File: src/abl_pkg.sv
package abl_pkg;
   // adaptive mode encoding
   typedef enum logic [1:0] {
      ABL_MODE_OFF = 2'h0,
      ABL_MODE_UI = 2'h1,
      ABL_MODE_STILL = 2'h2,
      ABL_MODE_MOVING = 2'h3
   } abl_mode_e;

   // configuration bits carried together into the core
   typedef struct packed {
      logic backlight_on_bit;
      logic pwm_polarity_bit;
      logic dimming_enable_bit;
      logic forced_duty_enable;
      logic [7:0] forced_duty_value;
      abl_mode_e adaptive_mode_select;
      logic [2:0] still_dim_step;
      logic [2:0] moving_dim_step;
      logic [3:0] dim_step_count;
   } abl_cfg_s;

   localparam int ABL_DUTY_W = 8;
   localparam logic [7:0] ABL_DUTY_FULL = 8'hFF;
   localparam logic [7:0] ABL_DUTY_RST = 8'hFF;
   // ui mode floor: the duty never drops below this level in ui mode
   localparam logic [7:0] ABL_UI_BASE = 8'hE6;
   // pwm carrier prescale: one count enable every this many clocks
   localparam int ABL_PWM_DIV = 4;
   // base ramp tick: one dimming time unit in clocks
   localparam int ABL_DIM_UNIT = 256;
endpackage : abl_pkg

File: src/abl_backlight.sv
`timescale 1ns/100ps
// Functional notes
// - internal architecture: pin carries the adaptive duty from image content
// - backlight on bit switches the pwm output on or off
// - forced duty enable and 8-bit forced duty value configure forcing
// - forced enable set: forced value overrides any adaptive duty
// - adaptive duty keeps computing and is readable by the host
// - backlight off holds the pin at ground
// - adaptive mode select picks off, ui, still or moving
// - off mode: default gamma, duty 100% unless forced
// - still mode: gamma and duty both derived from content
// - moving mode: duty follows content, user gamma kept
// - adaptive processing runs only in normal display mode
// - dimming enable 0 applies levels at once, 1 ramps
// - ramp moves in equal-time steps, same shape up and down
// - moving uses moving step, others still step, both with step count
// - on=0 pol=0 rests low; on=1 pol=0 original polarity
// - on=1 pol=1 gives inverted pwm
// - mode codes: 0 off, 1 ui, 2 still, 3 moving
module abl_backlight #(
   parameter int DUTY_W = abl_pkg::ABL_DUTY_W,
   parameter int PWM_DIV = abl_pkg::ABL_PWM_DIV,
   parameter int DIM_UNIT = abl_pkg::ABL_DIM_UNIT
) (
   input wire logic SYS_CLK,
   input wire logic RST,
   input wire abl_pkg::abl_cfg_s CFG,
   input wire logic NORMAL_DISPLAY,
   input wire logic FRAME_DONE,
   input wire logic [DUTY_W-1:0] CONTENT_LEVEL,
   output logic BACKLIGHT_PWM_OUT,
   output logic [DUTY_W-1:0] DUTY_READBACK,
   output logic [1:0] GAMMA_SELECT,
   output logic DIMMING_ACTIVE
);
   // the ui mapping and the forced value are fixed at eight bits, so
   // any other duty width is refused at elaboration
   if (DUTY_W != 8 || DIM_UNIT < 1 || PWM_DIV < 1) begin : g_bad_param
      $error("abl_backlight: unsupported parameters");
   end

   // headroom above the ui floor; a content term beyond it saturates
   localparam logic [4:0] UI_ROOM =
      5'(abl_pkg::ABL_DUTY_FULL - abl_pkg::ABL_UI_BASE);

   typedef enum logic [1:0] {
      ABL_ST_IDLE = 2'b01,
      ABL_ST_RAMP = 2'b10
   } abl_state_e;

   abl_state_e state_r;
   logic [DUTY_W-1:0] adapt_r;
   logic [DUTY_W-1:0] target;
   logic [DUTY_W-1:0] level_r;
   logic [DUTY_W-1:0] tgt_r;
   logic [DUTY_W-1:0] inc;
   logic [$clog2(DIM_UNIT+1)-1:0] unit_r;
   logic [3:0] sub_r;
   logic [2:0] step_sel;
   logic step_tick;
   logic pwm_raw;

   // adaptive duty: content level mapped per mode, frozen outside normal
   // display. CONTENT_LEVEL stands in for the image statistics; the real
   // analysis would sit upstream and hand one value per frame.
   // the duty keeps its last value while the display leaves normal mode,
   // so the backlight does not jump when processing pauses
   always_ff @(posedge SYS_CLK) begin
      if (RST) begin
         adapt_r <= abl_pkg::ABL_DUTY_RST;
      end else if (NORMAL_DISPLAY && FRAME_DONE) begin
         unique case (CFG.adaptive_mode_select)
            abl_pkg::ABL_MODE_OFF: adapt_r <= abl_pkg::ABL_DUTY_FULL;
            // ui keeps at most a mild reduction; the sum saturates, since
            // a bright frame would otherwise wrap to a near-black duty
            abl_pkg::ABL_MODE_UI: begin
               if (CONTENT_LEVEL[7:3] > UI_ROOM) begin
                  adapt_r <= abl_pkg::ABL_DUTY_FULL;
               end else begin
                  adapt_r <= abl_pkg::ABL_UI_BASE
                     + {3'h0, CONTENT_LEVEL[7:3]};
               end
            end
            abl_pkg::ABL_MODE_STILL: adapt_r <= CONTENT_LEVEL;
            abl_pkg::ABL_MODE_MOVING: adapt_r <= CONTENT_LEVEL;
         endcase
      end
   end

   // host readback of the computed duty, independent of forcing.
   // with the pin switched off the host drives the lamp itself and
   // reads this value to follow the content; it must keep updating
   // even while the pin is held at ground
   always_ff @(posedge SYS_CLK) begin
      if (RST) begin
         DUTY_READBACK <= abl_pkg::ABL_DUTY_RST;
      end else begin
         DUTY_READBACK <= adapt_r;
      end
   end

   // gamma choice: off uses default set, still auto, moving/ui user set
   always_ff @(posedge SYS_CLK) begin
      if (RST) begin
         GAMMA_SELECT <= 2'h0;
      end else begin
         GAMMA_SELECT <= CFG.adaptive_mode_select;
      end
   end

   // forced duty wins over any mode. forcing does not stop the adaptive
   // path: the readback above still follows content, so leaving the
   // forced state resumes at a current level rather than a stale one
   assign target = CFG.forced_duty_enable ? CFG.forced_duty_value
                                          : adapt_r;

   // step size per mode; shared by up and down ramps
   assign step_sel = (CFG.adaptive_mode_select == abl_pkg::ABL_MODE_MOVING)
                     ? CFG.moving_dim_step : CFG.still_dim_step;
   // a step of n moves the level 2^n codes per tick, capped at the gap
   assign inc = DUTY_W'(1) << step_sel;

   // time base: each step lasts dim_step_count+1 base units.
   // the counters rest at zero while idle, so the first step of every
   // ramp takes a full interval and the ramp shape does not depend on
   // when the new target arrived.
   // limitation: a step count changed mid-ramp takes effect at once and
   // may stretch the current step by up to one full wrap of sub_r
   always_ff @(posedge SYS_CLK) begin
      if (RST || state_r == ABL_ST_IDLE) begin
         unit_r <= '0;
         sub_r <= '0;
      end else if (unit_r == ($clog2(DIM_UNIT+1))'(DIM_UNIT - 1)) begin
         unit_r <= '0;
         sub_r <= (sub_r == CFG.dim_step_count) ? 4'h0 : sub_r + 4'h1;
      end else begin
         unit_r <= unit_r + 1'b1;
      end
   end
   assign step_tick = (state_r == ABL_ST_RAMP) && (sub_r == CFG.dim_step_count)
      && (unit_r == ($clog2(DIM_UNIT+1))'(DIM_UNIT - 1));

   // dimming state machine and output level.
   // idle: level equals target; a new target starts a ramp next cycle.
   // ramp: the level moves one increment per step tick, clamped to the
   // target, so up and down ramps have the same shape.
   // dimming off snaps the level to the target, which also aborts any
   // ramp in flight; this trades smoothness for an immediate response.
   // tgt_r lags target by one cycle so the compare below never sees a
   // half-updated forced value
   always_ff @(posedge SYS_CLK) begin
      if (RST) begin
         state_r <= ABL_ST_IDLE;
         level_r <= abl_pkg::ABL_DUTY_RST;
         tgt_r <= abl_pkg::ABL_DUTY_RST;
      end else if (!CFG.dimming_enable_bit) begin
         state_r <= ABL_ST_IDLE;
         level_r <= target;
         tgt_r <= target;
      end else begin
         tgt_r <= target;
         unique case (state_r)
            ABL_ST_IDLE: begin
               if (target != level_r) state_r <= ABL_ST_RAMP;
            end
            ABL_ST_RAMP: begin
               // level_r is never reloaded on retarget, so the ramp
               // continues from where it stands
               if (tgt_r == level_r) begin
                  state_r <= ABL_ST_IDLE;
               end else if (step_tick) begin
                  if (tgt_r > level_r)
                     level_r <= (tgt_r - level_r > inc) ? level_r + inc : tgt_r;
                  else
                     level_r <= (level_r - tgt_r > inc) ? level_r - inc : tgt_r;
               end
            end
         endcase
      end
   end

   // ramp status for the host; lags the state by one cycle because the
   // output must come straight from a flip-flop
   always_ff @(posedge SYS_CLK) begin
      if (RST) begin
         DIMMING_ACTIVE <= 1'b0;
      end else begin
         DIMMING_ACTIVE <= (state_r == ABL_ST_RAMP);
      end
   end

   // carrier: the ramped level only reaches the pin at a period end, so
   // up to one period of latency is added to every brightness change
   abl_pwm_core #(
      .DUTY_W(DUTY_W),
      .DIV(PWM_DIV)
   ) u_pwm (
      .clk(SYS_CLK),
      .rst(RST),
      .duty(level_r),
      .pwm(pwm_raw)
   );

   // pin: off holds ground; on passes pwm, inverted when polarity set.
   // off wins over polarity so a host-driven lamp never sees a level
   always_ff @(posedge SYS_CLK) begin
      if (RST || !CFG.backlight_on_bit) begin
         BACKLIGHT_PWM_OUT <= 1'b0;
      end else begin
         BACKLIGHT_PWM_OUT <= pwm_raw ^ CFG.pwm_polarity_bit;
      end
   end
endmodule : abl_backlight

File: src/abl_pwm_core.sv
`timescale 1ns/100ps
// free-running pwm carrier; duty latched at period start to avoid glitches
module abl_pwm_core #(
   parameter int DUTY_W = 8,
   parameter int DIV = 4
) (
   input wire logic clk,
   input wire logic rst,
   input wire logic [DUTY_W-1:0] duty,
   output logic pwm
);
   // refuse a prescale or width the counters cannot serve
   if (DIV < 1 || DUTY_W < 2) begin : g_bad_param
      $error("abl_pwm_core: bad parameters");
   end

   logic [$clog2(DIV+1)-1:0] div_r;
   logic tick;
   logic [DUTY_W-1:0] cnt_r;
   logic [DUTY_W-1:0] duty_r;
   logic full;

   assign tick = (div_r == '0);
   // all-ones duty means fully on, no one-slot gap per period
   assign full = &duty_r;

   // prescaler
   always_ff @(posedge clk) begin
      if (rst || tick) begin
         div_r <= ($clog2(DIV+1))'(DIV - 1);
      end else begin
         div_r <= div_r - 1'b1;
      end
   end

   // period counter and duty latch
   always_ff @(posedge clk) begin
      if (rst) begin
         cnt_r <= '0;
         duty_r <= '0;
      end else if (tick) begin
         cnt_r <= cnt_r + 1'b1;
         if (&cnt_r) begin
            duty_r <= duty;
         end
      end
   end

   // compare
   always_ff @(posedge clk) begin
      if (rst) begin
         pwm <= 1'b0;
      end else begin
         pwm <= full || (cnt_r < duty_r);
      end
   end
endmodule : abl_pwm_core

File: config.mk
export PLATFORM = sky130hd
export DESIGN_NAME = abl_backlight
export DESIGN_NICKNAME = d
export VERILOG_FILES = /design/src/abl_pkg.sv /design/src/abl_backlight.sv /design/src/abl_pwm_core.sv
export SDC_FILE = /design/constraint.sdc
export NUM_CORES = 1
export LEC_CHECK = 0
export CAP_MARGIN = 20
export CORE_ASPECT_RATIO = 0.6
export CORE_MARGIN = 1.5
export CORE_UTILIZATION = 45
export DETAILED_ROUTE_END_ITERATION = 8
export DONT_BUFFER_PORTS = 1
export PLACE_DENSITY = 0.62
export REMOVE_ABC_BUFFERS = 1
export SETUP_SLACK_MARGIN = 0.3
export SLEW_MARGIN = 20
export SYNTH_ARGS = -nofsm -noshare
export SYNTH_HDL_FRONTEND = slang
export SYNTH_SLANG_ARGS = --single-unit
File: constraint.sdc
create_clock -name SYS_CLK -period 6.81 [get_ports SYS_CLK]
set_input_delay 0 -clock SYS_CLK [delete_from_list [all_inputs] [get_ports SYS_CLK]]
set_output_delay 0 -clock SYS_CLK [all_outputs]
set_load 0.01 [all_outputs]
After elaboration in Yosys (flattened, before gate mapping)
Index checks and enable logic that the tools add are counted.
{"block": "totals", "regBits": 71, "latch_bits": 0, "memories": 0, "rom_bits": 0, "input_bits": 36, "output_inout_bits": 12, "ram_bits": 0, "elab_cells": 77}
{"block": "op_classes", "n_mux": 15, "n_reduce_logical": 17, "bitwise": 2, "shifts": 1, "div": 0, "mul": 0, "order_cmp": 5, "addsub": 9, "eq_ne": 14}
{"cell": "$mux 8", "count": 9}
{"cell": "$gt 8x8->1", "count": 3}
{"cell": "$pmux 8 s3", "count": 1}
{"cell": "$sub 8x8->8", "count": 3}
{"cell": "$add 9x1->9 const B", "count": 1}
{"cell": "$eq 9x8->1 const B", "count": 1}
{"cell": "$reduce_and 9->1", "count": 1}
{"cell": "$add 8x1->8 const B", "count": 1}
{"cell": "$add 8x8->8", "count": 1}
{"cell": "$eq 8x8->1", "count": 1}
{"cell": "$lt 8x8->1", "count": 1}
{"cell": "$ne 2x1->1 const B", "count": 4}
{"cell": "$ne 8x8->1", "count": 1}
{"cell": "$reduce_and 8->1", "count": 1}
{"cell": "$shl 1x3->8 const A", "count": 1}
{"cell": "$add 6x6->7 const A", "count": 1}
{"cell": "$eq 2x2->1 const B", "count": 3}
{"cell": "$reduce_or 2->1", "count": 3}
{"cell": "$gt 5x5->1 const B", "count": 1}
{"cell": "$add 4x1->4 const B", "count": 1}
{"cell": "$eq 2x1->1 const B", "count": 2}
{"cell": "$eq 4x4->1", "count": 1}
{"cell": "$logic_or 1x1->1", "count": 4}
{"cell": "$mux 2", "count": 2}
{"cell": "other kinds (13)", "count": 15}

Logic depth before layout (Yosys ltp)
Gate-level depths: netlist of run 1.
{"block": "depth", "depth_word": 10, "mapped_depth": 17, "mapped_depth_nobuf": 17}

Modules after synthesis
From an unflattened synthesis of run 1, not the netlist that was laid out.
{"block": "unflattened", "cells_unflattened": 576, "area_unflattened_um2": 4884.7}
{"mod": "abl_backlight", "seq_area_each_um2": 1021.0, "area_each_um2": 3902.5, "n_inst": 1, "cells_per_inst": 470}
{"mod": "abl_pwm_core", "seq_area_each_um2": 400.4, "area_each_um2": 982.2, "n_inst": 1, "cells_per_inst": 106}

Worst setup path after synthesis of run 1
Ideal clock, no wire load.
{"block": "synth_timing", "path_kind": "flip-flop to flip-flop", "start": "reg level_r[1]", "end": "reg level_r[2]", "arrival_time_ns": 3.479, "setup_time_ns": 0.127, "path_buffers": 0, "period_less_slack_ns": 3.606, "path_stages_with_launch": 17, "path_slack_ns": 3.204, "path_cell_list": "dfxtp_1 -> inv_1 -> ha_1 -> a21o_1 -> a21oi_1 -> o21bai_1 -> a21o_1 -> a221oi_1 -> xnor2_1 -> ha_1 -> a21oi_1 -> o21ai_0 -> o21a_1 -> o21ai_2 -> and2_4 -> a221oi_1 -> or3_1"}
{"block": "synth_between", "elab_chain_cells": 8, "elab_cells_between_ends": 17, "classes_between": "4 x add/sub; 3 x order compare; 2 x eq/ne; 7 x mux; 1 x reduce/logical"}
{"element": "from (decl)", "line_no": "abl_backlight.sv:54", "rtl": "logic [DUTY_W-1:0] level_r;"}
{"element": "from (signal assigned)", "line_no": "abl_backlight.sv:154", "rtl": "level_r <= abl_pkg::ABL_DUTY_RST;"}
{"element": "from (signal assigned)", "line_no": "abl_backlight.sv:158", "rtl": "level_r <= target;"}
{"element": "from (signal assigned)", "line_no": "abl_backlight.sv:173", "rtl": "level_r <= (tgt_r - level_r > inc) ? level_r + inc : tgt_r;"}
{"element": "$sub 8x8->8 (on tied branches)", "line_no": "abl_backlight.sv:175, abl_backlight.sv:173"}
{"element": "$gt 8x8->1 (on tied branches)", "line_no": "abl_backlight.sv:175, abl_backlight.sv:173"}
{"element": "$mux 8 (on tied branches)", "line_no": "abl_backlight.sv:175, abl_backlight.sv:173"}
{"element": "$mux 8", "line_no": "abl_backlight.sv:172", "rtl": "if (tgt_r > level_r)"}
{"element": "$mux 8", "line_no": "abl_backlight.sv:171", "rtl": "end else if (step_tick) begin"}
{"element": "$mux 8", "line_no": "abl_backlight.sv:169", "rtl": "if (tgt_r == level_r) begin"}
{"element": "$mux 8", "line_no": "abl_backlight.sv:162", "rtl": "unique case (state_r)"}
{"element": "$mux 8", "line_no": "abl_backlight.sv:156", "rtl": "end else if (!CFG.dimming_enable_bit) begin"}
Several ways; a longest one is shown, not always the timed one. The select of a mux whose other input is x is not followed.
A chain may end at the register's enable or synchronous reset.

Worst setup path after layout of run 1
{"block": "layout_timing", "start": "reg level_r[1]", "end": "reg level_r[5]"}
Same word-level chain as after synthesis.

==> flow_summary.json, run 1 <==
{
  "drive_above_1_share_pct": 5.96,
  "die_w_um": 139,
  "worstPathArrival_ps": 4320,
  "synth-seq-area-share_pct": 28.6,
  "drv_slew": 0,
  "timing.rr.start": "level_r[1]",
  "fillCellCount": 976,
  "synth_area_leaders": "dfxtp_1 29%, ha_1 15%, xnor2_1 4.8%, nor2_1 4.5%, inv_1 4.2%",
  "htreeDepth": 3,
  "crit_type": "reg2reg",
  "grt_pass1_vias": 3930,
  "grt_start_max_net_pins": 62,
  "clockRootBuffer": "clkbuf_16",
  "fmax_mhz": 243,
  "avgRoutedWirePerCell_um": 16.7,
  "start_kind": "flip-flop",
  "crit_buf_inv": 1,
  "core_area_um2": 10700,
  "worstMarginPinSlew_ps": 678,
  "max_cap_violations": 0,
  "routed_via_density": 5.54,
  "layout.nets": 699,
  "groute.usage.overall_pct": 22.0,
  "cts_made_buffers": 9,
  "worstSetupStartpoint": "level_r[1]",
  "diodes": 0,
  "synth-edff-count": 0,
  "synthTopCellsByCount": "71 x dfxtp_1, 60 x nor2_1, 59 x ha_1",
  "yosysWarnings": 0,
  "yosys.area.top_type": "dfxtp_1",
  "io_pins": 48,
  "ys_ff_latch": 71,
  "overflow": 0,
  "path_delay_family": "compound AO/OA/AOI/OAI gates",
  "dieArea_um2": 11700,
  "leakagePower_nw": 2.48,
  "slowest_stage": "dfxtp_1",
  "finalCritPeriodShare_pct": 60.4,
  "clock_skew_ps": 8.77,
  "start_util_pct": 46.6,
  "insertion_delay_ps": 330,
  "dp_hpwl_mm": 9.69,
  "tns_ps": 0,
  "regArea_um2": 1420,
  "status": "finished, final reports clean",
  "power_density_nw_per_um2": 233,
  "netlist_instances": 584,
  "yosysTopAreaCellShare_pct": 28.6,
  "grt_pass1_wl_mm": 20.2,
  "synth_area_per_cell_um2": 8.51,
  "syn2layout_area_growth_pct": 12.9,
  "multi_input_comb_area_um2": 3260,
  "path_max_fanout": 9,
  "syn_area_um2": 4970,
  "clk_pin_slew_ps": 60,
  "dr.pass1.iters": 5,
  "finalHoldViolCount": 0,
  "synthFlopType": "dfxtp_1",
  "postCtsHoldBufs": 24,
  "cp-end-kind": "flip-flop",
  "cts.path.max_buffers": 2,
  "drc_errors": 0,
  "ys_types": 58,
  "min-delay-start": "RST",
  "place_congestion": 0.962,
  "cp.required_ps": 7020,
  "die_h_um": 84.4,
  "wl_mm": 12.4,
  "cts_resized": 0,
  "cts.sinks": 71,
  "cts_tree": "yes",
  "hp-class": "in2reg",
  "rsz0062_at_grt": "no",
  "critPathMaxStageDelay_ps": 520,
  "cts_setup_buffers": 0,
  "finalSetupViolCount": 0,
  "crit_chain": "inv_1 -> ha_1 -> a21o_1 -> a21oi_1 -> o21bai_1 -> a21o_1 -> a221oi_1 -> xnor2_1 -> ha_1 -> nand4_1 -> nand2b_1 -> a21oi_1 -> o21ai_2 -> and2_4 -> a2111oi_2 -> a21oi_1",
  "num_vias": 4117,
  "final_util_pct": 52.6,
  "portBuffers": 0,
  "yosys.cell_count.top_type": "dfxtp_1",
  "async_reset_ff_share_pct": 0,
  "final_antenna_net_count": 0,
  "drt_iter0_markers": 245,
  "ir_worst_vdd_v": 0.000141,
  "period_needed_ps": 4110,
  "slew_headroom_pct": 54.7,
  "antenna_found_initial": 0,
  "row_count": 29,
  "cpMostUsedCell": "a21oi_1"
}
power by group:
group          internal, W  leakage [nW]  switching, W
clock network     0.000282         0.139      0.000171
registers         0.000432         0.581     0.0000197
logic             0.000171          1.76      0.000231
per-layer routing:
layer  wire, µm  share of wire, %  GRT usage [%]
met5          0                 0              0
met2       4680                38           29.4
met1       6340                51           32.3
met4         54              0.44           3.13
met3       1330                11           10.3
metrics by stage:
step                area, µm²  power, W  hold WS (ps)  setup WS, ps  cells
finish                   5610   0.00131          3.41          2700    743
global route             5610   0.00138          20.8          2430    743
CTS                      5610   0.00131          2.19          2740    743
detailed placement       5060  0.000829          82.0          2750    704
global placement         5060  0.000823          78.9          2930    704
floorplan                4890  0.000740          69.1          3200    565
flip-flops by register name (all words and copies together) (netlist names):
register	cells
adapt_r	8
u_pwm.cnt_r	8
GAMMA_SELECT	2
DIMMING_ACTIVE	1
state_r	2
sub_r	4
u_pwm.pwm	1
unit_r	9
level_r	8
u_pwm.duty_r	8
u_pwm.div_r	3
DUTY_READBACK	8
BACKLIGHT_PWM_OUT	1
tgt_r	8
cell type report:
class	count	area share, %
repair buffers	24	4.59
well taps	139	3.10
clock buffers	10	4.08
flip-flops and latches	71	25.3
multi-input cells	439	58.1
inverters	55	3.68
clock inverters	5	1.07
placed cells by master, fill, tap and decap left out, types with 2 or more instances in the layout:
cell,count
dlygate4sd3_1,23
o31a_1,2
o211ai_1,4
a21o_1,5
a311oi_1,2
a221o_1,2
ha_1,59
and3_1,2
nor3_1,5
a21oi_1,31
xor2_1,22
a31oi_1,4
dfxtp_1,71
o21a_1,5
nand2b_1,19
nor3b_1,2
a211o_1,6
or3_1,4
clkinv_4,2
or2_2,10
nor2b_1,16
nand4_1,13
o21ai_0,19
xnor2_1,27
o21bai_1,10
mux2i_1,20
nor2_1,60
fa_1,4
a211oi_1,5
o22ai_1,2
and2_1,4
and4_1,2
clkbuf_16,9
nand2_1,29
nand3_1,13
inv_1,55
a221oi_1,10
nor4_1,2
final timing paths:
kind / to / slack (ps) / cells past startpoint
setup / recovery: level_r[5] / 2700 / 16
hold reg to reg: u_pwm.div_r[0] / 390 / 1
setup reg to reg: level_r[5] / 2700 / 16
hold / removal: GAMMA_SELECT[1] / 3 / 2
worst reg2reg max path: cells and delay by family, from the launching register on:
kind / cells / cell delay [ps]
simple gates: 3 / 500
flops: 1 / 520
buf+inv: 1 / 220
fa+ha+maj: 2 / 700
xor+xnor: 1 / 120
compound gates: 9 / 1930
kinds of logic (layout without fill, tap and decap cells):
family / count (synthesis) / in the layout / synth area share, %
compound gates: 118 / 118 / 16.7
xor+xnor: 49 / 49 / 8.64
fa+ha+maj: 63 / 63 / 16.5
buf+inv: 74 / 94 / 5.77
flops: 71 / 71 / 28.6
mux: 21 / 21 / 4.25
simple gates: 188 / 188 / 19.5
Power figures use the tool's default switching activity.
==> inputs of run 2 (changes only) <==
--- a/config.mk
+++ b/config.mk
@@ -5,6 +5,7 @@
 export SDC_FILE = /design/constraint.sdc
 export NUM_CORES = 1
 export LEC_CHECK = 0
+export ABC_AREA = 1
 export CAP_MARGIN = 20
 export CORE_ASPECT_RATIO = 0.6
 export CORE_MARGIN = 1.5
==> constraint.sdc (replaced) <==
create_clock -name SYS_CLK -period 4.2 [get_ports SYS_CLK]
set_input_delay 0 -clock SYS_CLK [delete_from_list [all_inputs] [get_ports SYS_CLK]]
set_output_delay 0 -clock SYS_CLK [all_outputs]
set_load 0.01 [all_outputs]
==> flow_summary.json, run 2 <==
{
  "status": "finished, final reports clean",
  "layout_commonest_cell": "nand2_1",
  "largest_reg_flops": 9,
  "worstPathArrival_ps": 3620,
  "post-place-ws_ps": 663,
  "clockRootBuffer": "clkbuf_16",
  "crit_type": "reg2reg",
  "start_kind": "flip-flop",
  "cts_tree": "yes",
  "hold_depth": 4,
  "dp_hpwl_mm": 11.3,
  "yosys.area.top_type": "dfxtp_1",
  "leakagePower_nw": 2.82,
  "p_comb_share_pct": 33.0,
  "rr_worst_depth": 20,
  "insertion_delay_ps": 330,
  "path_max_fanout": 10,
  "io_pins": 48,
  "drv_slew": 0,
  "cp.required_ps": 4410,
  "grt_pass1_vias": 4449,
  "rsz0062_at_grt": "no",
  "die_h_um": 86.4,
  "cts.path.max_buffers": 2,
  "drc_errors": 0,
  "intPower_w": 0.00150,
  "final_antenna_net_count": 0,
  "synthTopCellsByCount": "146 x nand2_1, 113 x inv_1, 71 x dfxtp_1",
  "setup_slack_ps": 787,
  "grt_start_max_net_pins": 39,
  "seqPwrFrac_pct": 31.8,
  "syn_area_um2": 5210,
  "diodes": 0,
  "tns_ps": 0,
  "slew_headroom_pct": 43.0,
  "cts.sinks": 71,
  "cp-end-kind": "flip-flop",
  "core_area_um2": 11300,
  "power_density_nw_per_um2": 391,
  "drt_iter0_markers": 323,
  "holdWs_ps": 8.29,
  "finalSetupViolCount": 0,
  "synth-seq-area-share_pct": 27.3,
  "use_met2_pct": 33.5,
  "use_met3_pct": 9.01,
  "die_w_um": 142,
  "num_vias": 4762,
  "worstMarginPinSlew_ps": 852,
  "cts_made_buffers": 9,
  "async_reset_ff_share_pct": 0,
  "htreeDepth": 3,
  "avgRoutedWirePerCell_um": 15.5,
  "yosysTopAreaCellShare_pct": 27.3,
  "synthFlopType": "dfxtp_1",
  "fmax_mhz": 293,
  "groute.usage.overall_pct": 24.5,
  "routed_via_density": 5.16,
  "row_count": 30,
  "synth-edff-count": 0,
  "finalCritPeriodShare_pct": 81.3,
  "ys_ff_latch": 71,
  "ys_types": 46,
  "top_register": "unit_r",
  "max_cap_violations": 0,
  "synth_area_leaders": "dfxtp_1 27%, ha_1 14%, nand2_1 11%, inv_1 8.1%, a21oi_1 5.3%",
  "drive_above_1_share_pct": 9.06,
  "syn2layout_area_growth_pct": 13.4,
  "overflow": 0,
  "netlist_instances": 733,
  "clk_pin_slew_ps": 60,
  "swShare_pct": 35.0,
  "antenna_found_initial": 0,
  "clock_skew_ps": 5.15,
  "yosysWarnings": 0,
  "dieArea_um2": 12300,
  "layout_common_cells": "146 x nand2_1, 112 x inv_1, 70 x dfxtp_1, 59 x ha_1, 56 x nor2_1",
  "use_met1_pct": 36.8,
  "p_sw_w": 0.000810,
  "portBuffers": 0,
  "grt_pass1_wl_mm": 23.0,
  "layout.nets": 856,
  "period_needed_ps": 3410,
  "ir_worst_vdd_v": 0.000240,
  "yosys.cell_count.top_type": "nand2_1",
  "finalHoldViolCount": 0,
  "synth_area_per_cell_um2": 7.11,
  "p_clk_share_pct": 35.2,
  "start_util_pct": 46.1,
  "hp-class": "in2reg",
  "dr.pass1.iters": 5,
  "top_usage_layer": "met1",
  "wl_mm": 14.3,
  "place_congestion": 0.957
}
## run 2: area by class of cell
type                    instances  area, µm²
clock buffers                   9        225
clock inverters                 7       96.3
fillers                      1106       5390
inverters                     119        452
multi-input cells             528       3250
flip-flops and latches         71       1420
well taps                     160        200
repair buffers                 28        263
## run 2: routing by layer
metal	vias to the layer above	part of all wire (%)
li1	2430	-
met1	2157	52
met2	163	37
met3	12	9.6
met4	0	0.75
met5	-	0
## run 2: timing repair
action                                  in CTS  in global routing
resized for setup                            0                  2
hold buffers                                21                  0
hold endpoints to repair                    38                  0
buffers inserted                             0                  2
endpoints found under the setup margin       0                  5
## run 2: kinds of logic after synthesis
| family | after synthesis | share of synthesized area (%) |
|---|---|---|
| AND/OR/NAND/NOR | 301 | 26.4 |
| AO/OA/AOI/OAI | 133 | 15.1 |
| XOR/XNOR | 31 | 5.21 |
| buffers and inverters | 134 | 10.3 |
| flip-flops | 71 | 27.3 |
| adder cells (fa/ha/maj) | 63 | 15.7 |
## run 2: critical path, cell delays in order (launching register included)
cell        delay, ps
dfxtp_2           450
clkinvlp_4        170
ha_1              360
nand2_1           110
o21ai_1           110
a21boi_1          240
o21ai_1            90
a21oi_1           160
inv_1              50
nand2_1            50
nand2_1            40
ha_1              280
nand2_1            70
nor2_1            220
nand4_1           240
nand2_2           250
inv_1             120
nand2_1            80
nand3_1            60
nand3_1            70
nand3_1            70
## run 2: power groups by stage
stage	Clock [W]	Sequential (W)	Combinational, W
floorplan	0	0.000737	0.000556
global placement	0	0.000746	0.000713
detailed placement	0	0.000747	0.000722
CTS	0.000830	0.000732	0.000748
global route	0.000857	0.000736	0.000872
finish	0.000814	0.000734	0.000763
## run 2: path summary, 6_finish.rpt
check | start | to | slack [ps]
setup / recovery | level_r[1] | level_r[4] | 790
hold reg to reg | u_pwm.div_r[0] | u_pwm.div_r[0] | 390
hold / removal | CONTENT_LEVEL[7] | adapt_r[4] | 8
setup reg to reg | level_r[1] | level_r[4] | 790
## run 2: per-stage QoR
stage	power, W	util [%]	cell area (µm²)	instances
floorplan	0.00129	-	5120	718
global placement	0.00146	47.5	5360	883
detailed placement	0.00147	47.5	5360	883
CTS	0.00231	52.2	5890	920
global route	0.00246	52.3	5910	922
finish	0.00231	52.3	5910	922
